$ cat src/rtl/kclk_pkg.sv
// Constants for the kernel clock divider block: register map, field layout and divide tables.
package kclk_pkg;

    ////////////////////////////////////////////////////////////////////////////////
    // Register map.
    localparam int ADDR_W = 8;
    localparam logic [7:0] KDIV_OFFSET = 8'h2c;
    localparam logic [7:0] STATUS_OFFSET = 8'h40;
    localparam logic [31:0] KDIV_RESET = 32'h0000_7000;
    // Writable bits; reserved bits 31:30, 23:18 and 11:9 always read zero.
    localparam logic [31:0] KDIV_WMASK = 32'h3f03_f1ff;
    localparam logic [31:0] READ_ZERO = 32'h0000_0000;

    ////////////////////////////////////////////////////////////////////////////////
    // Field positions of the divide register.
    localparam int TSEL_BIT = 29;
    localparam int RNG_MSB = 28;
    localparam int RNG_LSB = 24;
    localparam int REFSEL_BIT = 17;
    localparam int REF_MSB = 16;
    localparam int REF_LSB = 12;
    localparam int PLL_EN_BIT = 8;
    localparam int PLL_MSB = 7;
    localparam int PLL_LSB = 4;
    localparam int AHB_MSB = 3;
    localparam int AHB_LSB = 0;

    ////////////////////////////////////////////////////////////////////////////////
    // Status register bit positions.
    localparam int ST_TIMER_SYS = 0;
    localparam int ST_TIMER_DOUBLE = 1;
    localparam int ST_REF_EXT = 2;
    localparam int ST_PLL_ACTIVE = 3;

    ////////////////////////////////////////////////////////////////////////////////
    // Divide factors.
    localparam int DIV_W = 9;
    localparam logic [DIV_W-1:0] DIV_ONE = 9'h001;
    localparam logic [3:0] PLL_LAST_CODE = 4'hb;
    localparam logic [3:0] AHB_LAST_CODE = 4'h8;
    localparam logic [DIV_W-1:0] PLL_DIV_TABLE [12] = '{
        9'h001, 9'h002, 9'h004, 9'h006, 9'h008, 9'h00a,
        9'h00c, 9'h010, 9'h020, 9'h040, 9'h080, 9'h100
    };
    localparam logic [DIV_W-1:0] AHB_DIV_TABLE [9] = '{
        9'h001, 9'h002, 9'h004, 9'h006, 9'h008, 9'h00a, 9'h00c, 9'h010, 9'h020
    };

endpackage

$ cat src/rtl/tick_divider.sv
// Enable-pulse divider that changes its factor only at the end of a divided period.
`timescale 1ns/100ps
module tick_divider #(
    parameter int W = 9
) (
    input wire logic sys_clk, // system clock
    input wire logic rst_n, // asynchronous reset, active low
    input wire logic src_tick, // one-cycle pulse of the source rate
    input wire logic enable, // divider may run
    input wire logic [W-1:0] divisor, // divide factor, 1 or more
    output logic div_tick, // one-cycle pulse of the divided rate
    output logic active // divider is running
);

    typedef struct packed {
        logic [W-1:0] cnt;
        logic [W-1:0] div_l;
        logic en_l;
        logic tick;
    } div_state_t;

    div_state_t st_r;
    div_state_t st_nxt;

    ////////////////////////////////////////////////////////////////////////////////
    // Factor and enable are sampled only at a period boundary, so a change never
    // cuts a period short and the output never carries a runt pulse.
    always_comb begin
        st_nxt = st_r;
        st_nxt.tick = 1'b0;
        if (!st_r.en_l) begin
            if (enable) begin
                st_nxt.en_l = 1'b1;
                st_nxt.div_l = (divisor == '0) ? W'(1) : divisor;
                st_nxt.cnt = '0;
            end
        end else if (src_tick) begin
            if (st_r.cnt >= st_r.div_l - W'(1)) begin
                st_nxt.tick = 1'b1;
                st_nxt.cnt = '0;
                st_nxt.div_l = (divisor == '0) ? W'(1) : divisor;
                st_nxt.en_l = enable;
            end else begin
                st_nxt.cnt = st_r.cnt + W'(1);
            end
        end
    end

    always_ff @(posedge sys_clk or negedge rst_n) begin
        if (!rst_n) begin
            st_r <= '{cnt: '0, div_l: W'(1), en_l: 1'b0, tick: 1'b0};
        end else begin
            st_r <= st_nxt;
        end
    end

    assign div_tick = st_r.tick;
    assign active = st_r.en_l;

endmodule // tick_divider

$ cat src/rtl/kernel_clock_divide.sv
// Kernel clock selection and division for the advanced timers, random-number core and ADC.
//
// Decided for this implementation: strobed register access.
`timescale 1ns/100ps
module kernel_clock_divide
    import kclk_pkg::*;
(
    input wire logic sys_clk, // system clock, 10 MHz
    input wire logic rst_n, // asynchronous reset, active low
    input wire logic [kclk_pkg::ADDR_W-1:0] reg_addr, // register byte address
    input wire logic [31:0] reg_wdata, // register write data
    input wire logic reg_wr, // register write strobe
    input wire logic reg_rd, // register read strobe
    output logic [31:0] reg_rdata, // read data, valid the cycle after the read strobe
    input wire logic apb_prescale_one, // fast peripheral bus prescaler is one
    input wire logic periph_tick, // fast peripheral clock enable pulse
    input wire logic periph_double_tick, // twice-rate fast peripheral clock enable pulse
    input wire logic int_osc_tick, // internal fast oscillator enable pulse
    input wire logic ext_osc_tick, // external fast oscillator enable pulse
    input wire logic pll_tick, // PLL clock enable pulse
    input wire logic ahb_tick, // AHB clock enable pulse
    output logic adv_timer_tick, // advanced timers clock enable pulse
    output logic rng_core_tick, // random-number core clock enable pulse
    output logic adc_ref_tick, // ADC reference clock enable pulse
    output logic adc_pll_tick, // PLL-derived ADC clock enable pulse
    output logic adc_ahb_tick // AHB-derived ADC clock enable pulse
);
    import kclk_pkg::*;

    ////////////////////////////////////////////////////////////////////////////////
    // Divide-factor lookups.

    function automatic logic [DIV_W-1:0] pll_factor(input logic [3:0] code);
        logic [DIV_W-1:0] f;
        f = PLL_DIV_TABLE[PLL_LAST_CODE];
        if (code <= PLL_LAST_CODE) begin
            f = PLL_DIV_TABLE[code];
        end
        return f;
    endfunction

    function automatic logic [DIV_W-1:0] ahb_factor(input logic [3:0] code);
        logic [DIV_W-1:0] f;
        f = AHB_DIV_TABLE[AHB_LAST_CODE];
        if (code <= AHB_LAST_CODE) begin
            f = AHB_DIV_TABLE[code];
        end
        return f;
    endfunction

    function automatic logic [DIV_W-1:0] plus_one(input logic [4:0] code);
        return DIV_W'(code) + DIV_ONE;
    endfunction

    ////////////////////////////////////////////////////////////////////////////////
    // State.

    typedef struct packed {
        logic [31:0] kdiv;
        logic [31:0] rdata;
        logic tsel;
        logic tpres_one;
        logic refsel;
        logic timer_tick;
        logic ref_started;
    } top_state_t;

    top_state_t st_r;
    top_state_t st_nxt;

    logic rng_div_tick;
    logic ref_div_tick;
    logic pll_div_tick;
    logic pll_active;
    logic ahb_div_tick;
    logic ref_src_tick;
    logic timer_src_tick;
    logic [31:0] status_word;

    ////////////////////////////////////////////////////////////////////////////////
    // Source selections in use. The select bits are only taken over at an edge of
    // the source now in use, so the old clock finishes its period before the new
    // one starts; the cost is a switch latency of up to one slow source period for the timer and one divided period for the reference.

    always_comb begin
        if (st_r.tsel) begin
            timer_src_tick = 1'b1;
        end else if (st_r.tpres_one) begin
            timer_src_tick = periph_tick;
        end else begin
            timer_src_tick = periph_double_tick;
        end
    end

    assign ref_src_tick = st_r.refsel ? ext_osc_tick : int_osc_tick;

    always_comb begin
        status_word = READ_ZERO;
        status_word[ST_TIMER_SYS] = st_r.tsel;
        status_word[ST_TIMER_DOUBLE] = ~st_r.tsel & ~st_r.tpres_one;
        status_word[ST_REF_EXT] = st_r.refsel;
        status_word[ST_PLL_ACTIVE] = pll_active;
    end

    ////////////////////////////////////////////////////////////////////////////////
    // Register access and selection hand-over.

    always_comb begin
        st_nxt = st_r;
        st_nxt.rdata = READ_ZERO;
        if (reg_wr) begin
            if (reg_addr == KDIV_OFFSET) begin
                st_nxt.kdiv = reg_wdata & KDIV_WMASK;
            end
        end
        if (reg_rd) begin
            if (reg_addr == KDIV_OFFSET) begin
                st_nxt.rdata = st_r.kdiv;
            end else if (reg_addr == STATUS_OFFSET) begin
                st_nxt.rdata = status_word;
            end else begin
                st_nxt.rdata = READ_ZERO;
            end
        end
        // Timer source changes only on an edge of the source in use.
        st_nxt.timer_tick = timer_src_tick;
        if (timer_src_tick) begin
            st_nxt.tsel = st_r.kdiv[TSEL_BIT];
            st_nxt.tpres_one = apb_prescale_one;
        end
        // Reference source changes only at the end of a divided period.
        if (ref_div_tick || !st_r.ref_started) begin
            st_nxt.refsel = st_r.kdiv[REFSEL_BIT];
            st_nxt.ref_started = 1'b1;
        end
    end

    always_ff @(posedge sys_clk or negedge rst_n) begin
        if (!rst_n) begin
            st_r <= '{kdiv: KDIV_RESET, rdata: READ_ZERO, tsel: 1'b0,
                      tpres_one: 1'b0, refsel: 1'b0, timer_tick: 1'b0,
                      ref_started: 1'b0};
        end else begin
            st_r <= st_nxt;
        end
    end

    ////////////////////////////////////////////////////////////////////////////////
    // Dividers.

    tick_divider #(.W(DIV_W)) u_rng_div (
        .sys_clk(sys_clk),
        .rst_n(rst_n),
        .src_tick(1'b1),
        .enable(1'b1),
        .divisor(plus_one(st_r.kdiv[RNG_MSB:RNG_LSB])),
        .div_tick(rng_div_tick),
        .active()
    );

    tick_divider #(.W(DIV_W)) u_ref_div (
        .sys_clk(sys_clk),
        .rst_n(rst_n),
        .src_tick(ref_src_tick),
        .enable(1'b1),
        .divisor(plus_one(st_r.kdiv[REF_MSB:REF_LSB])),
        .div_tick(ref_div_tick),
        .active()
    );

    tick_divider #(.W(DIV_W)) u_pll_div (
        .sys_clk(sys_clk),
        .rst_n(rst_n),
        .src_tick(pll_tick),
        .enable(st_r.kdiv[PLL_EN_BIT]),
        .divisor(pll_factor(st_r.kdiv[PLL_MSB:PLL_LSB])),
        .div_tick(pll_div_tick),
        .active(pll_active)
    );

    tick_divider #(.W(DIV_W)) u_ahb_div (
        .sys_clk(sys_clk),
        .rst_n(rst_n),
        .src_tick(ahb_tick),
        .enable(1'b1),
        .divisor(ahb_factor(st_r.kdiv[AHB_MSB:AHB_LSB])),
        .div_tick(ahb_div_tick),
        .active()
    );

    ////////////////////////////////////////////////////////////////////////////////
    // Outputs.

    assign reg_rdata = st_r.rdata;
    assign adv_timer_tick = st_r.timer_tick;
    assign rng_core_tick = rng_div_tick;
    assign adc_ref_tick = ref_div_tick;
    assign adc_pll_tick = pll_div_tick;
    assign adc_ahb_tick = ahb_div_tick;

endmodule // kernel_clock_divide

$ cat config.mk
export PLATFORM = sky130hd
export DESIGN_NAME = kernel_clock_divide
export DESIGN_NICKNAME = d
export VERILOG_FILES = /design/src/rtl/kclk_pkg.sv /design/src/rtl/tick_divider.sv /design/src/rtl/kernel_clock_divide.sv
export SDC_FILE = /design/constraint.sdc
export NUM_CORES = 1
export LEC_CHECK = 0
export CELL_PAD_IN_SITES_DETAIL_PLACEMENT = 0
export CELL_PAD_IN_SITES_GLOBAL_PLACEMENT = 1
export CORE_MARGIN = 4
export CORE_UTILIZATION = 41
export DETAILED_ROUTE_END_ITERATION = 7
export DONT_BUFFER_PORTS = 1
export PLACE_DENSITY_LB_ADDON = 0.15
export SKIP_LAST_GASP = 1
export SLEW_MARGIN = 20
export SYNTH_ARGS = -nofsm -noshare
export SYNTH_HDL_FRONTEND = slang
export SYNTH_SLANG_ARGS = --single-unit
$ cat constraint.sdc
create_clock -name sys_clk -period 6.05 [get_ports sys_clk]
set_clock_uncertainty 0.2 [all_clocks]
set_input_delay 0 -clock sys_clk [delete_from_list [all_inputs] [get_ports sys_clk]]
set_output_delay 0 -clock sys_clk [all_outputs]
set_load 0.05 [all_outputs]
==> metrics.cfg <==
[sta]
fin_crit_sh = 0.570
fmax_ghz = 0.290
finalSetupViolCount = 0
period_needed_ns = 3.45
tightestPinTransition_ns = 0.889
hold_viol = 6
fin_setup_tns_ns = 0
slew_viol_final = 0
rsz0062_at_grt = false
slew_headroom = 0.407
whs_ns = -0.0173

[detailed_routing]
wl_um = 13700
first_pass_iters = 4
num_vias = 4644
postRouteAntennaNets = 0
avgViaCountPerCell = 5.16
drc_errors = 0
drt-initial-drc-count = 162
wl_per_cell_um = 15.2

[placed_design]
place_hpwl_um = 9320
globalplace.congestion = 0.740
port_buffers = 0
dp.cells = 812

[synth]
synth_cells = 635
ys.flop_type = dfrtp_1
seq_area_frac_synth = 0.448
syn_area_um2 = 6490
async_flop_share = 1.00
ys_types = 52
yosys.area.top_type = dfrtp_1
syn_avg_cell_area_um2 = 10.2
ys_ff_latch = 116
synth_top_area_frac = 0.420
synthTopCellsByCount = dfrtp_1, nand2_1, ha_1
yosys-top-cells-area = dfrtp_1, ha_1, mux2_2, buf_4, nand2_1
yosysMostFrequentCell = dfrtp_1
yosysWarnings = 0
synth_edf_count = 0

[finish]
n_fill_cell = 1414
fin_nets = 773
drive_above_1_share = 0.123
stdcell_count = 900
area_delta_synth_final_pct = 17.9
antennaDiodeCount = 0

[global_routing]
grt_usage = 0.162
antenna_found_initial = 0
grt_pass1_wl_um = 23300
grt_pass1_vias = 4626
grt_max_degree = 117
grt_overflow = 0

[die]
initial_core_util = 0.422
core_area_um2 = 15400
fp-row-count = 45
die_w_um = 134
dieArea_um2 = 17900
die_h_um = 134
ios = 88

[clocking]
cts_tree = yes
h-tree-depth = 4
clk_latency_ns = 0.41
cts-root-buf = clkbuf_16
clockBufferDepth = 2
cts_setup_buffers = 0
numCtsBuffers = 17
clock-sinks = 116
clk_pin_slew_ns = 0.05

[hold_path]
hold_path.class = in -> async

[critical_path]
rrSetupSlack_ns = 2.60
critPathMaxFanout = 11
endpoint = u_ahb_div.st_r[4]$_DFFE_PN0P_
timing.rr.end = u_ahb_div.st_r[4]$_DFFE_PN0P_
criticalPathCategory = reg -> reg
end_kind = register
required_ns = 6.14
r2r_start = u_ahb_div.st_r[2]$_DFFE_PN1P_
startpoint = u_ahb_div.st_r[2]$_DFFE_PN1P_
reg2reg_depth = 10
arrival_ns = 3.54
cp-start-kind = register

[pwr]
total_leakage_power_nw = 3.65
ir_drop_mv = 0.199
powerDensity_nw_per_um2 = 340
power_mw = 2.60

[status]
violations = hold timing
outcome = complete, but fails checks

[flow_run]
maxCapViolCount = 0

power breakdown:
part	total (mW)	switching [mW]	internal (mW)
logic	0.696	0.393	0.303
clock network	0.968	0.344	0.624
registers	0.940	0.0981	0.842
final cells by class:
cell class / instances / area, um2 / area share
clock inverter: 10 / 106 / 0.0139
sequential: 116 / 2910 / 0.380
clock buffer: 22 / 464 / 0.0606
multi-input combinational: 461 / 3240 / 0.423
inverter: 23 / 86.3 / 0.0113
tap: 211 / 264 / 0.0345
timing repair buffer: 57 / 586 / 0.0765
layout by cell type, fill, tap and decap left out, types with 25 or more instances in the layout:
cell type / instances
nand2_1: 59
ha_1: 46
dlygate4sd3_1: 55
nand3_1: 25
mux2_2: 32
nor2_1: 38
dfrtp_1: 109
a21oi_1: 32
metal layers:
metal	wire length [um]	track usage	vias up	share of wire
met3	456	0.0409	11	0.033
met5	0	0	-	0
met1	6550	0.217	2268	0.48
met4	171	0.0594	0	0.012
met2	6530	0.257	88	0.48
li1	-	-	2277	-
cells by family after synthesis:
family	synth area share
AOI/OAI and AO/OA	0.0963
buffers and inverters	0.0593
adders and majority gates	0.0886
and+or+nand+nor	0.178
muxes	0.0838
xor gates and xnor gates	0.0445
other	0.00116
DFF	0.448
flip-flops by register name, indices dropped and copies added (netlist names):
register            flops
u_ref_div.st_r         15
u_pll_div.st_r         18
u_ahb_div.div_tick      1
u_rng_div.st_r         15
st_r                   25
u_ref_div.div_tick      1
u_pll_div.active        1
u_ahb_div.active        1
reg_rdata              21
u_pll_div.div_tick      1
u_rng_div.div_tick      1
adv_timer_tick          1
u_ahb_div.st_r         15
repair_timing:
item / CTS / global route
hold endpoints to repair: 182 / 0
resized for setup: 0 / 0
hold buffers: 56 / 0
metrics by stage:
| stage | setup WS (ns) | cell area [um2] | util |
|---|---|---|---|
| 2_1_floorplan | 2.99 | 6540 | - |
| 3_3_place_gp | 2.61 | 6510 | 0.423 |
| 3_5_place_dp | 2.59 | 6510 | 0.423 |
| 4_1_cts | 2.56 | 7660 | 0.498 |
| 5_1_grt | 2.23 | 7660 | 0.498 |
| 6_report | 2.60 | 7660 | 0.498 |
worst max-delay path, stage by stage, from the launching register on:
cell	delay [ns]
dfstp_2	0.52
inv_1	0.08
ha_1	0.26
xnor2_1	0.18
ha_1	0.26
a21o_1	0.15
a31oi_1	0.13
o21ai_1	0.09
a21oi_1	0.71
o21ai_1	0.38
mux2_2	0.37
worst min path at each step:
stage                                          end  slack, ns  cells past startpoint  startpoint
floorplan                 adv_timer_tick$_DFF_PN0_      -0.50                      0       rst_n
global placement    u_pll_div.st_r[17]$_DFFE_PN0P_      -0.49                      0       rst_n
detailed placement  u_pll_div.st_r[18]$_DFFE_PN0P_      -0.49                      0       rst_n
CTS                 u_pll_div.st_r[18]$_DFFE_PN0P_       0.03                      2       rst_n
global route        u_pll_div.st_r[18]$_DFFE_PN0P_       0.07                      2       rst_n
finish              u_pll_div.st_r[19]$_DFFE_PN0P_      -0.02                      2       rst_n
(Power assumes the default switching activity.)
